**config.mk**
```make
export PLATFORM = sky130hd
export DESIGN_NAME = phy_link_mode_control
export DESIGN_NICKNAME = d
export VERILOG_FILES = /design/src/phy_link_pkg.sv /design/src/phy_link_mode_control.sv
export VERILOG_INCLUDE_DIRS = /design/src
export SDC_FILE = /design/constraint.sdc
export NUM_CORES = 1
export LEC_CHECK = 0
export ABC_AREA = 1
export BUFFER_PORTS_ARGS = -buffer_cell sky130_fd_sc_hd__buf_2
export CAP_MARGIN = 10
export CELL_PAD_IN_SITES_DETAIL_PLACEMENT = 0
export CELL_PAD_IN_SITES_GLOBAL_PLACEMENT = 2
export CORE_UTILIZATION = 28
export DETAILED_ROUTE_END_ITERATION = 16
export PLACE_DENSITY = 0.72
export SYNTH_ARGS = -nofsm -noshare
export SYNTH_HDL_FRONTEND = slang
export SYNTH_SLANG_ARGS = --single-unit
```
**constraint.sdc**
```tcl
create_clock -name clk -period 2.9 [get_ports clk]
set_input_delay 0.145 -clock clk [delete_from_list [all_inputs] [get_ports clk]]
set_output_delay 0.145 -clock clk [all_outputs]
set_load 0.01 [all_outputs]
```
**src/phy_link_params.svh**
```systemverilog
// Purpose: constants of the link mode control block
// Assumes: register index times four gives the APB byte address
// Notes: timing figures are kept in their own units
`ifndef PHY_LINK_PARAMS_SVH
`define PHY_LINK_PARAMS_SVH

`define CLK_KHZ 40000
`define BREAK_LINK_MS 1200
`define TIMER_W 26

`define REG_CTRL_IDX 6'd0
`define REG_ADV_IDX 6'd4
`define REG_LPA_IDX 6'd5
`define REG_EXP_IDX 6'd6
`define REG_MODE_IDX 6'd27
`define REG_STAT_IDX 6'd31

`define CTRL_DUPLEX_BIT 8
`define CTRL_RESTART_BIT 9
`define CTRL_AN_EN_BIT 12
`define CTRL_SPEED_BIT 13
`define CTRL_RESET_VAL 16'h3100

`define ADV_LSB 5
`define ADV_RESET_VAL 4'hf
`define LPA_10HD_BIT 5
`define LPA_100HD_BIT 7

`define EXP_LP_AN_BIT 0
`define EXP_PD_FAULT_BIT 4
`define MODE_XOVER_DIS_BIT 15

`endif

```
**src/phy_link_pkg.sv**
```systemverilog
// Purpose: types shared by the link mode control block
// Assumes: nothing beyond the params header
// Notes: all state of the block lives in one packed struct
`default_nettype none
package phy_link_pkg;
`include "phy_link_params.svh"

    typedef enum logic [1:0] {
        ST_BREAK = 2'b00,
        ST_NEG = 2'b01,
        ST_LINK = 2'b10,
        ST_FORCED = 2'b11
    } mode_t;

    typedef struct packed {
        logic psel;
        logic penable;
        logic pwrite;
        logic [7:0] paddr;
        logic [31:0] pwdata;
    } apb_req_t;

    typedef struct packed {
        logic [31:0] prdata;
        logic pready;
        logic pslverr;
    } apb_rsp_t;

    typedef struct packed {
        logic sig_detect;
        logic mlt3_seen;
        logic nlp_seen;
        logic pd_fault;
        logic word_valid;
        logic [15:0] word;
        logic partner_crossed;
    } line_in_t;

    typedef struct packed {
        logic tx_en;
        logic carrier;
    } mac_in_t;

    typedef struct packed {
        logic crs;
        logic col;
        logic no_carrier;
    } mac_out_t;

    typedef struct packed {
        logic link_up;
        logic speed_100;
        logic full_duplex;
        logic halt;
        logic swap_pairs;
    } link_out_t;

    typedef struct packed {
        mode_t mode;
        logic [`TIMER_W-1:0] timer;
        logic [15:0] ctrl;
        logic [3:0] adv;
        logic [15:0] lpa;
        logic lp_an_able;
        logic pd_fault;
        logic xover_dis;
        logic xpin_s1;
        logic xpin_s2;
        logic sel_s1;
        logic sel_s2;
        logic tx_prev;
        mac_out_t mac;
        link_out_t link;
        apb_rsp_t rsp;
    } state_t;

endpackage
`default_nettype wire

```
**src/phy_link_mode_control.sv**
```systemverilog
// Purpose: link mode control of a 10/100 twisted pair PHY
// Assumes: line and mac inputs are on clk; the two pins are not
// Notes: APB slave, one wait state on every access
//
// Operation
// without FLP bursts, infer speed from MLT-3 or NLPs, assume half duplex
// link formed by parallel detection clears expansion bit 0
// fault during parallel detection sets expansion bit 4
// partner ability register holds the decoded FLP word
// after parallel detection, partner ability shows the detected speed
// software sets control bit 9 to restart negotiation
// loss of received signal restarts negotiation
// commanded restart halts traffic for the break link time first
// control bit 12 low forces speed from bit 13, duplex from bit 8
// forced speed and duplex bits ignored while negotiation enabled
// half duplex carrier sense follows transmit and receive
// half duplex reports collision on receive while transmitting
// full duplex carrier sense follows receive only, no collision
// full duplex transmitting keeps carrier sense low
// active carrier sense is high while line carrier is detected
// no carrier status bit comes from internal carrier sense
// host must not trust carrier status in full duplex
// automatic crossover assigns pairs from the detected partner pairs
// crossover disabled by mode bit 15 or the enable pin
// with crossover off, the select pin assigns the pairs
// negotiation picks 100 full, 100 half, 10 full, 10 half
// crossover active only when register and pin both allow it
//
// The implementer's own choices: the APB slave port and the address map.
`timescale 1ns/1ps
`default_nettype none
module phy_link_mode_control
    import phy_link_pkg::*;
#(
    parameter int BREAK_CYCLES = `BREAK_LINK_MS * `CLK_KHZ
) (
    input wire logic clk,
    input wire logic rst,
    input wire apb_req_t apb_req,
    output var apb_rsp_t apb_rsp,
    input wire line_in_t line_in,
    input wire mac_in_t mac_in,
    input wire logic crossover_auto_enable_pin,
    input wire logic pair_swap_select_pin,
    output var mac_out_t mac_out,
    output var link_out_t link_out
);

    state_t cur_ff;
    state_t nxt_st;

    localparam logic [`TIMER_W-1:0] BREAK_LOAD = `TIMER_W'(BREAK_CYCLES);

    // returns {ok, speed_100, full_duplex} for the best common mode
    function automatic logic [2:0] resolve(input logic [3:0] common);
        logic [2:0] r;
        r = 3'h0;
        if (common[3]) begin
            r = 3'h7;
        end else if (common[2]) begin
            r = 3'h6;
        end else if (common[1]) begin
            r = 3'h5;
        end else if (common[0]) begin
            r = 3'h4;
        end
        return r;
    endfunction

    function automatic logic hit(input logic [7:0] addr, input logic [5:0] idx);
        return addr[7:2] == idx;
    endfunction

    logic acc;
    logic done;
    logic [5:0] ridx;
    logic [15:0] rd;
    logic mapped;
    logic [2:0] res;
    logic xover_on;
    logic half;
    logic crs_n;
    logic [15:0] lpa_pd;

    always_comb begin
        nxt_st = cur_ff;
        acc = apb_req.psel && apb_req.penable;
        done = acc && cur_ff.rsp.pready;
        ridx = apb_req.paddr[7:2];
        rd = 16'h0;
        mapped = 1'b1;
        res = 3'h0;
        lpa_pd = 16'h0;

        // two-stage synchronisers for the pins
        nxt_st.xpin_s1 = crossover_auto_enable_pin;
        nxt_st.xpin_s2 = cur_ff.xpin_s1;
        nxt_st.sel_s1 = pair_swap_select_pin;
        nxt_st.sel_s2 = cur_ff.sel_s1;

        // register read mux
        if (hit(apb_req.paddr, `REG_CTRL_IDX)) begin
            rd = cur_ff.ctrl;
            rd[`CTRL_RESTART_BIT] = 1'b0;
        end else if (hit(apb_req.paddr, `REG_ADV_IDX)) begin
            rd[`ADV_LSB +: 4] = cur_ff.adv;
        end else if (hit(apb_req.paddr, `REG_LPA_IDX)) begin
            rd = cur_ff.lpa;
        end else if (hit(apb_req.paddr, `REG_EXP_IDX)) begin
            rd[`EXP_LP_AN_BIT] = cur_ff.lp_an_able;
            rd[`EXP_PD_FAULT_BIT] = cur_ff.pd_fault;
        end else if (hit(apb_req.paddr, `REG_MODE_IDX)) begin
            rd[`MODE_XOVER_DIS_BIT] = cur_ff.xover_dis;
        end else if (hit(apb_req.paddr, `REG_STAT_IDX)) begin
            rd = {11'h0, cur_ff.link.swap_pairs, cur_ff.link.halt,
                  cur_ff.link.full_duplex, cur_ff.link.speed_100,
                  cur_ff.link.link_up};
        end else begin
            mapped = 1'b0;
        end

        // one wait state: answer in the second access cycle
        nxt_st.rsp.pready = acc && !cur_ff.rsp.pready;
        if (acc && !cur_ff.rsp.pready) begin
            nxt_st.rsp.prdata = apb_req.pwrite ? 32'h0 : {16'h0, rd};
            nxt_st.rsp.pslverr = !mapped;
        end else begin
            nxt_st.rsp.prdata = 32'h0;
            nxt_st.rsp.pslverr = 1'b0;
        end

        // writes take effect at the completing edge
        if (done && apb_req.pwrite) begin
            if (ridx == `REG_CTRL_IDX) begin
                nxt_st.ctrl = apb_req.pwdata[15:0];
            end
            if (ridx == `REG_ADV_IDX) begin
                nxt_st.adv = apb_req.pwdata[`ADV_LSB +: 4];
            end
            if (ridx == `REG_MODE_IDX) begin
                nxt_st.xover_dis = apb_req.pwdata[`MODE_XOVER_DIS_BIT];
            end
        end
        // fault bit clears on read of the expansion register
        if (done && !apb_req.pwrite && ridx == `REG_EXP_IDX) begin
            nxt_st.pd_fault = 1'b0;
        end

        // link mode machine
        if (cur_ff.timer != '0) begin
            nxt_st.timer = cur_ff.timer - `TIMER_W'(1);
        end
        case (cur_ff.mode)
            ST_BREAK: begin
                if (cur_ff.timer == '0) begin
                    nxt_st.mode = ST_NEG;
                end
            end
            ST_NEG: begin
                if (line_in.word_valid) begin
                    nxt_st.lpa = line_in.word;
                    nxt_st.lp_an_able = 1'b1;
                    res = resolve(cur_ff.adv & line_in.word[`ADV_LSB +: 4]);
                    if (res[2]) begin
                        nxt_st.mode = ST_LINK;
                        nxt_st.link.speed_100 = res[1];
                        nxt_st.link.full_duplex = res[0];
                    end
                end else if (line_in.mlt3_seen || line_in.nlp_seen) begin

                    nxt_st.mode = ST_LINK;
                    nxt_st.link.speed_100 = line_in.mlt3_seen;
                    nxt_st.link.full_duplex = 1'b0;
                    nxt_st.lp_an_able = 1'b0;
                    if (line_in.mlt3_seen) begin
                        lpa_pd[`LPA_100HD_BIT] = 1'b1;
                    end else begin
                        lpa_pd[`LPA_10HD_BIT] = 1'b1;
                    end
                    nxt_st.lpa = lpa_pd;
                end
            end
            ST_LINK: begin
                if (!line_in.sig_detect) begin
                    nxt_st.mode = ST_NEG;
                end
            end
            ST_FORCED: begin

                nxt_st.link.speed_100 = cur_ff.ctrl[`CTRL_SPEED_BIT];
                nxt_st.link.full_duplex = cur_ff.ctrl[`CTRL_DUPLEX_BIT];
                if (cur_ff.ctrl[`CTRL_AN_EN_BIT]) begin
                    nxt_st.mode = ST_NEG;
                end
            end
            default: begin
                nxt_st.mode = ST_NEG;
            end
        endcase

        // negotiation off overrides everything; R10 ignores forced bits
        if (!cur_ff.ctrl[`CTRL_AN_EN_BIT]) begin
            nxt_st.mode = ST_FORCED;
            nxt_st.timer = '0;
        end else if (cur_ff.ctrl[`CTRL_RESTART_BIT]) begin
            nxt_st.mode = ST_BREAK;
            nxt_st.timer = BREAK_LOAD;
            nxt_st.ctrl[`CTRL_RESTART_BIT] = 1'b0;
        end

        // fault sets after any clear above, so the set wins
        if (cur_ff.mode == ST_NEG && !line_in.word_valid && line_in.pd_fault) begin
            nxt_st.pd_fault = 1'b1;
        end

        nxt_st.link.link_up = (nxt_st.mode == ST_LINK) ||
            (nxt_st.mode == ST_FORCED && line_in.sig_detect);
        nxt_st.link.halt = nxt_st.mode == ST_BREAK;

        // crossover needs both register and pin to allow it
        xover_on = !cur_ff.xover_dis && cur_ff.xpin_s2;
        nxt_st.link.swap_pairs = xover_on ? line_in.partner_crossed
                                          : cur_ff.sel_s2;

        // carrier sense and collision
        half = !cur_ff.link.full_duplex;
        if (cur_ff.link.halt) begin
            crs_n = 1'b0;
            nxt_st.mac.col = 1'b0;
        end else if (half) begin
            crs_n = mac_in.tx_en || mac_in.carrier;
            nxt_st.mac.col = mac_in.tx_en && mac_in.carrier;
        end else begin
            crs_n = mac_in.carrier && !mac_in.tx_en;
            nxt_st.mac.col = 1'b0;
        end
        nxt_st.mac.crs = crs_n;

        // no carrier: loaded with inverted carrier sense at frame start, cleared once carrier sense is high while transmitting
        nxt_st.tx_prev = mac_in.tx_en;
        if (mac_in.tx_en && !cur_ff.tx_prev) begin
            nxt_st.mac.no_carrier = !crs_n;
        end else if (mac_in.tx_en && crs_n) begin
            nxt_st.mac.no_carrier = 1'b0;
        end
    end

    always_ff @(posedge clk or posedge rst) begin
        if (rst) begin
            cur_ff <= '0;
            cur_ff.mode <= ST_NEG;
            cur_ff.ctrl <= `CTRL_RESET_VAL;
            cur_ff.adv <= `ADV_RESET_VAL;
        end else begin
            cur_ff <= nxt_st;
        end
    end

    assign apb_rsp = cur_ff.rsp;
    assign mac_out = cur_ff.mac;
    assign link_out = cur_ff.link;

endmodule // phy_link_mode_control
`default_nettype wire

```
# Word-level counts from Yosys, hierarchy flattened
# Cells that the tools add are included.
[classes]
n_bitwise = 1
n_reduce_logical = 39
mux = 58
addsub = 1
eq_ne = 13
[ops]
columns = ["op", "count"]
rows = [
  ["16-bit two-way mux", 4],
  ["28-bit two-way mux", 2],
  ["17-bit two-way mux", 2],
  ["26-bit logical NOT", 1],
  ["26-bit two-way mux", 1],
  ["26-bit nonzero test", 1],
  ["26-bit by 1-bit subtractor with 26-bit output (second input constant)", 1],
  ["1-bit two-way mux", 23],
  ["3-bit two-way mux", 7],
  ["6-bit by 3-bit equality test with 1-bit output (second input constant)", 3],
  ["2-bit two-way mux", 8],
  ["5-bit two-way mux", 3],
  ["1-bit logical AND", 14],
  ["14-bit two-way mux", 1],
  ["6-bit by 5-bit equality test with 1-bit output (second input constant)", 2],
  ["11-bit two-way mux", 1],
  ["10-bit two-way mux", 1],
  ["2-bit equality test (second input constant)", 4],
  ["1-bit logical NOT", 8],
  ["4-bit two-way mux", 2],
  ["2-bit one-hot mux with 4 select lines", 1],
  ["2-bit AND reduction", 4],
  ["2-bit nonzero test", 4],
  ["7-bit two-way mux", 1],
  ["9 further kinds", 13],
]
[word_totals]
regBits = 114
in_bits = 71
out_inout_bits = 42
word_cells = 137

# Longest topological paths before layout
# Gate-level depths: netlist of the first run.
[depth]
depth_word = 15
ltp_mapped = 10
depth_no_buf = 10

# Worst setup path after synthesis of the first run
# No wires, ideal clock.
[synth_timing]
path_kind = "register to register"
from = "reg cur_ff[86] (netlist name)"
to = "reg cur_ff[104] (netlist name)"
arrival_time_ps = 1539
setup_ps = 131
synth_period_minus_slack_ps = 1670
path_slack_ps = 1230
path_stages_with_launch = 8
n_path_buf = 0
t_required_ps = 2769
path_cell_list = "dfrtp_1 inv_1 ha_1 nand3_2 nor2_8 nand4_4 o21ai_4 nor2_2"
[synth_between]
elab_chain_cells = 4
elab_cells_between_ends = 6
cone_classes = "1 x add/sub; 1 x eq/ne; 3 x mux; 1 x reduce/logical"
[synth_lines]
columns = ["item", "line_no", "source"]
rows = [
  ["from (decl)", "phy_link_mode_control.sv:49", "state_t cur_ff;"],
  ["from (signal assigned)", "phy_link_mode_control.sv:255", "cur_ff <= nxt_st;"],
  ["26-bit by 1-bit subtractor with 26-bit output", "phy_link_mode_control.sv:151", "nxt_st.timer = cur_ff.timer - `TIMER_W'(1);"],
  ["26-bit two-way mux", "phy_link_mode_control.sv:150", "if (cur_ff.timer != '0) begin"],
  ["28-bit two-way mux", "phy_link_mode_control.sv:205", "end else if (cur_ff.ctrl[`CTRL_RESTART_BIT]) begin"],
  ["28-bit two-way mux", "phy_link_mode_control.sv:202", "if (!cur_ff.ctrl[`CTRL_AN_EN_BIT]) begin"],
]
# Several ways; a longest one is shown, not always the timed one. The select of a mux whose other input is x is not followed.
# A chain may end at the register's enable or synchronous reset.

# Worst setup path after layout of the first run
[layout_timing]
from = "reg cur_ff[86] (netlist name)"
to = "reg cur_ff[109] (netlist name)"
# Same word-level chain as after synthesis.

==> results.py, run 1 <==
metrics = {
    "sta": {
        "maxSlewHeadroom": 0.3698,
        "hold_viol_final": 0,
        "finalSetupTns_ns": 0,
        "worst_pin_slew_ns": 0.9431,
        "drv_slew": 0,
        "finalCritPeriodShare": 0.7395,
        "setup_viol": 0,
        "rsz0062_at_grt": "false",
        "timing.fmax_ghz": 0.4663,
        "hold_ws_ns": 0.02049,
        "skew_ns": 0.006660,
        "post-route-min-period_ns": 2.145,
    },
    "yosys": {
        "synthAdderAreaFrac": 0.002421,
        "yosysSeqAreaShare": 0.4764,
        "avgSynthCellArea_sq_um": 8.026,
        "synth_edf_count": 0,
        "netlist_instances": 644,
        "synth.cell_area_sq_um": 5169,
        "synthArstFlopShare": 1.000,
        "synth_top_area_share": 0.4357,
        "yosys_warnings": 0,
        "synth_flop_cell": "dfrtp_1",
        "yosys.area_share.xor_xnor": 0.003389,
        "synthDistinctLibCells": 42,
        "synth_top_area_cell": "dfrtp_1",
        "synth-seq-cells": 98,
        "synth-simple-area-share": 0.2965,
        "synth-compound-area-share": 0.09150,
        "muxShareOfSynthArea": 0,
        "synth_area_leaders": "dfrtp_1 (44%), nand2_1 (11%), buf_4 (6.2%)",
        "synth_top_family_by_area": "simple AND/OR/NAND/NOR gates",
    },
    "min_path": {
        "hold_end": "mac_out[1]$_DFF_PP0_",
        "hp-start": "mac_in[0]",
        "holdPathStages": 3,
        "hp-class": "in2reg",
    },
    "cells_and_area": {
        "final_area_sq_um": 5931,
        "syn_to_final_growth_pct": 14.74,
        "antenna_cells": 0,
        "layout.cells.non_filler": 934,
        "drive_gt1_frac": 0.2156,
        "fin_nets": 773,
    },
    "setup_path": {
        "reg2reg_from": "cur_ff[86]$_DFFE_PP0P_",
        "endpoint_kind": "flip-flop",
        "path_class": "reg2reg",
        "ff2ff_path_depth": 7,
        "cp_max_fo": 12,
        "cp_data_required_time_ns": 3.12,
        "cp.arrival_ns": 2.37,
        "slowest_stage": "o21ai_4",
        "crit_chain": "inv_1 -> ha_1 -> nand3_2 -> nor2_8 -> nand4_4 -> o21ai_4 -> nor2_2",
        "r2r-end": "cur_ff[109]$_DFFE_PP0P_",
        "start_kind": "flip-flop",
        "critPathMaxStageDelay_ns": 0.49,
        "reg2reg_slack_ns": 0.76,
    },
    "detailed_routing": {
        "viasPerCell": 4.503,
        "vias": 4206,
        "ant_nets": 0,
        "remaining_drc_errors": 0,
        "wirelength_um": 13520,
        "drtIter0Drc": 177,
        "wl_per_cell_um": 14.47,
        "dr.pass1.iters": 4,
    },
    "grt": {
        "grtUsageMet3": 0.02412,
        "grt-ovfl-total": 0,
        "antenna_found_initial": 0,
        "busiest_layer": "met2",
        "grt_use_total": 0.1534,
        "grt_pass1_vias": 4135,
        "grtUsageMet1": 0.1983,
        "grt_start_max_net_pins": 54,
        "grt_pass1_wl_um": 21670,
        "use_met2": 0.2561,
    },
    "floorplan": {
        "dieArea_sq_um": 19010,
        "rows": 49,
        "initial_utilization": 0.2868,
        "fp.dieW_um": 137.9,
        "coreArea_sq_um": 18020,
        "die_h_um": 137.9,
        "ioPinCount": 113,
    },
    "clock_network": {
        "root_buffer": "clkbuf_16",
        "cts_tree": "yes",
        "cts_inserted_buffers": 9,
        "cts_buffer_depth": 2,
        "htree_num_levels": 3,
        "cts_resized": 0,
        "cts_hold_buf": 4,
        "cts.clk_slew.worst_paths_ns": 0.07,
        "clock_latency_ns": 0.35,
        "clock-sinks": 98,
        "post-cts-setup-buffers": 0,
    },
    "placement": {
        "hpwl_um": 10040,
        "placed_cells": 915,
        "io_buffers": 78,
        "dpl_cell_area_sq_um": 5564,
        "routabilityCongestion": 0.8046,
    },
    "power_and_ir_drop": {
        "power.leakage_nw": 3.123,
        "power_density_nw_per_um2": 776.6,
        "ir_drop_v": 0.0002985,
    },
    "run": {
        "maxCapViolations": 0,
    },
    "outcome": {
        "status": "finished clean",
    },
}
==> cells in the mapped netlist, types with 3 or more instances <==
cell type and number:
clkbuf_1 3, buf_2 8, nand2_2 5, nand2_1 152, o21ai_0 41, nor3_1 11, dfrtp_1 90, o211ai_1 5
buf_4 43, nor2_2 16, nand3_1 54, nor3_2 3, nand4_1 4, a31oi_1 3, nor2_1 67, inv_2 5
dfstp_2 8, inv_1 67, a21oi_1 17, nor2_4 5, o21ai_1 9
==> per-layer routing <==
layer / part of all wire / routed length, um
met1: 0.46 / 6244
met3: 0.043 / 582
met2: 0.48 / 6469
met4: 0.016 / 221
met5: 0 / 0
==> registers in the layout, summed over array words and instances, names as in the netlist <==
signal and count:
cur_ff 72, apb_rsp 18, link_out 5, mac_out 3
==> cells in the final DEF (no fill, tap or decap), types with 11 or more instances in the layout <==
cell type and n:
o21ai_0 41, buf_2 78, conb_1 16, a21oi_1 17
nand2_1 152, inv_1 66, nor3_1 11, nor2_1 67
nand3_1 54, dfrtp_1 90, nor2_2 16
==> power by group <==
group / total, mW / switching (mW) / internal [mW]
registers: 1.96 / 0.265 / 1.70
logic: 1.31 / 0.852 / 0.462
clock network: 1.33 / 0.528 / 0.800
==> stage by stage <==
step                      setup WS (ns)  total power [mW]  utilization
after CTS                        0.7254             4.665       0.3290
after floorplan                  0.2062             3.006            -
final                            0.7554             4.606       0.3290
after global routing             0.5852             4.954       0.3290
after global placement           0.7823             3.286       0.3087
after detailed placement         0.7519             3.311       0.3087
==> cells by family (layout without fill, tap and decap cells) <==
group	Yosys count	after routing
fa+ha+maj	1	1
simple gates	329	329
other cells	1	16
buf+inv	129	175
flops	98	98
compound gates	84	84
xor+xnor	2	2
==> worst max-delay path, delay by kind of cell, from the launching register on <==
kind | cells | cell delay (ns)
DFF | 1 | 0.40
AOI/OAI and AO/OA | 1 | 0.49
buffers and inverters | 1 | 0.15
and+or+nand+nor | 4 | 0.75
adders and majority gates | 1 | 0.23
==> layout make-up <==
cell class                      count  area, sq um
Timing Repair Buffer               87        480.5
Tap cell                          229        286.5
Sequential cell                    98         2462
Clock buffer                       11        252.7
Inverter                           73        279.0
Fill cell                        1973        12090
Multi-Input combinational cell    432         2096
Clock inverter                      4        73.82
==> how the worst max path moves through the flow <==
stage / from / endpoint / slack (ns)
6_report: cur_ff[86]$_DFFE_PP0P_ / cur_ff[109]$_DFFE_PP0P_ / 0.76
5_1_grt: cur_ff[86]$_DFFE_PP0P_ / cur_ff[104]$_DFFE_PP0P_ / 0.59
4_1_cts: cur_ff[86]$_DFFE_PP0P_ / cur_ff[111]$_DFFE_PP0P_ / 0.73
3_5_place_dp: cur_ff[86]$_DFFE_PP0P_ / cur_ff[106]$_DFFE_PP0P_ / 0.75
3_3_place_gp: cur_ff[86]$_DFFE_PP0P_ / cur_ff[109]$_DFFE_PP0P_ / 0.78
2_1_floorplan: rst / apb_rsp[0]$_DFF_PP0_ / 0.21
No activity file was read; power rests on OpenSTA's default activity.
==> run 2, diff against run 1 <==
CORE_UTILIZATION = 31   (was 28)
PLACE_DENSITY = 0.76   (was 0.72)
clock period = 2 ns   (was 2.9 ns; I/O delays follow)
==> results.py, run 2 (same netlist as run 1, synthesis figures left out) <==
metrics = {
    "outcome": {
        "status": "finished clean",
    },
    "setup_path": {
        "reg2reg_from": "cur_ff[86]$_DFFE_PP0P_",
        "r2r-end": "cur_ff[92]$_DFFE_PP0P_",
        "crit_family": "simple AND/OR/NAND/NOR gates",
        "critPathMaxStageDelay_ns": 0.40,
        "cp_max_fo": 11,
        "path_buf_inv": 3,
        "ff2ff_path_depth": 10,
        "slowest_stage": "dfrtp_1",
        "path_class": "reg2reg",
        "cp.arrival_ns": 2.00,
        "cp_data_required_time_ns": 2.25,
        "endpoint_kind": "flip-flop",
        "path_common_cell": "nand2_1",
        "crit_chain": "inv_1 -> ha_1 -> nand3_2 -> nor2_8 -> nand4_4 -> buf_4 -> nand2_1 -> nand2_1 -> nand2_1 -> inv_1",
        "reg2reg_slack_ns": 0.25,
        "start_kind": "flip-flop",
    },
    "detailed_routing": {
        "wl_per_cell_um": 13.85,
        "dr.pass1.iters": 4,
        "remaining_drc_errors": 0,
        "ant_nets": 0,
        "viasPerCell": 4.499,
        "wirelength_um": 13280,
        "drtIter0Drc": 197,
        "vias": 4315,
    },
    "cells_and_area": {
        "syn_to_final_growth_pct": 21.83,
        "antenna_cells": 0,
        "final_cell_mix": "nand2_1 (152), dfrtp_1 (90), buf_2 (78), nor2_1 (67), inv_1 (66)",
        "drive_gt1_frac": 0.2234,
        "layout_commonest_cell": "nand2_1",
        "largest_register_ffs": 72,
        "largest-register": "cur_ff",
        "fin_nets": 810,
        "layout.cells.non_filler": 959,
    },
    "sta": {
        "drv_slew": 0,
        "rsz0062_at_grt": "false",
        "setup_viol": 0,
        "post-route-min-period_ns": 1.754,
        "worst_pin_slew_ns": 0.6618,
        "hold_viol_final": 0,
        "finalCritPeriodShare": 0.8769,
        "skew_ns": 0.004955,
        "timing.fmax_ghz": 0.5702,
        "finalSetupTns_ns": 0,
        "maxSlewHeadroom": 0.5564,
    },
    "min_path": {
        "hold_end": "cur_ff[74]$_DFFE_PP0P_",
        "holdPathStages": 3,
        "hp-start": "apb_req[4]",
        "hp-class": "in2reg",
    },
    "grt": {
        "grt_pass1_vias": 4292,
        "grt_start_max_net_pins": 52,
        "grt_use_total": 0.1649,
        "busiest_layer": "met2",
        "grt-ovfl-total": 0,
        "grtUsageMet1": 0.2361,
        "use_met2": 0.2473,
        "grtUsageMet3": 0.02739,
        "antenna_found_initial": 0,
        "grt_pass1_wl_um": 22150,
    },
    "floorplan": {
        "dieArea_sq_um": 17190,
        "die_h_um": 131.1,
        "ioPinCount": 113,
        "rows": 46,
        "initial_utilization": 0.3219,
        "coreArea_sq_um": 16060,
        "fp.dieW_um": 131.1,
    },
    "placement": {
        "hpwl_um": 9833,
        "placed_cells": 915,
        "io_buffers": 78,
        "routabilityCongestion": 0.8325,
    },
    "clock_network": {
        "htree_num_levels": 3,
        "post-cts-setup-buffers": 0,
        "cts_tree": "yes",
        "clock_latency_ns": 0.35,
        "cts_buffer_depth": 2,
        "cts.clk_slew.worst_paths_ns": 0.07,
        "cts_inserted_buffers": 9,
        "clock-sinks": 98,
        "root_buffer": "clkbuf_16",
    },
    "run": {
        "maxCapViolations": 0,
    },
    "power_and_ir_drop": {
        "ir_drop_v": 0.0004884,
        "power.leakage_nw": 3.296,
        "power_density_nw_per_um2": 1099,
    },
}
## run 2: worst max-delay path by stage
| stage | depth (start not counted) | slack (ns) | startpoint | to |
|---|---|---|---|---|
| finish | 10 | 0.25 | cur_ff[86]$_DFFE_PP0P_ | cur_ff[92]$_DFFE_PP0P_ |
| global route | 8 | 0.12 | cur_ff[86]$_DFFE_PP0P_ | cur_ff[100]$_DFFE_PP0P_ |
| CTS | 8 | 0.24 | cur_ff[86]$_DFFE_PP0P_ | cur_ff[101]$_DFFE_PP0P_ |
| detailed placement | 8 | 0.26 | cur_ff[86]$_DFFE_PP0P_ | cur_ff[101]$_DFFE_PP0P_ |
| global placement | 10 | 0.28 | cur_ff[86]$_DFFE_PP0P_ | cur_ff[92]$_DFFE_PP0P_ |
| floorplan | 7 | 0.33 | cur_ff[86]$_DFFE_PP0P_ | cur_ff[104]$_DFFE_PP0P_ |
## run 2: stage by stage
step           power [mW]    util  hold WS [ns]  setup slack (ns)  instance area, sq um
6_report            6.923  0.3922       0.01126            0.2462                  6297
5_1_grt             7.422  0.3922       0.01360            0.1153                  6297
4_1_cts             7.022  0.3922      0.004666            0.2350                  6297
3_5_place_dp        4.836  0.3524        0.1095            0.2556                  5659
3_3_place_gp        4.797  0.3524        0.1121            0.2845                  5659
2_1_floorplan       4.360       -        0.1314            0.3298                  5229
## run 2: what timing repair did
action,in CTS,in global routing
resized for setup,0,0
endpoints found under the hold margin,42,0
setup endpoints to repair,0,0
hold buffers,28,0
## run 2: area by class of cell
class | instances | area, sq um
Timing Repair Buffer | 124 | 830.8
Clock buffer | 10 | 239.0
Clock inverter | 6 | 118.9
Sequential cell | 98 | 2462
Tap cell | 216 | 270.3
Inverter | 73 | 280.3
Fill cell | 1663 | 9761
Multi-Input combinational cell | 432 | 2096
## run 2: power by group
| part | internal [mW] | switching, mW |
|---|---|---|
| sequential | 2.46 | 0.394 |
| clock | 1.28 | 0.824 |
| combinational | 0.732 | 1.23 |
## run 2: routing by layer
layer	part of all wire	up-vias	routed length [um]
met2	0.43	93	5760
li1	-	2183	-
met4	0.016	0	206
met3	0.036	13	473
met5	0	-	0
met1	0.52	2026	6844
## run 2: worst reg2reg max path, cell delays in order, from the launching register on
cell     delay [ns]
dfrtp_1        0.40
inv_1          0.08
ha_1           0.21
nand3_2        0.19
nor2_8         0.21
nand4_4        0.13
buf_4          0.21
nand2_1        0.07
nand2_1        0.05
nand2_1        0.05
inv_1          0.04
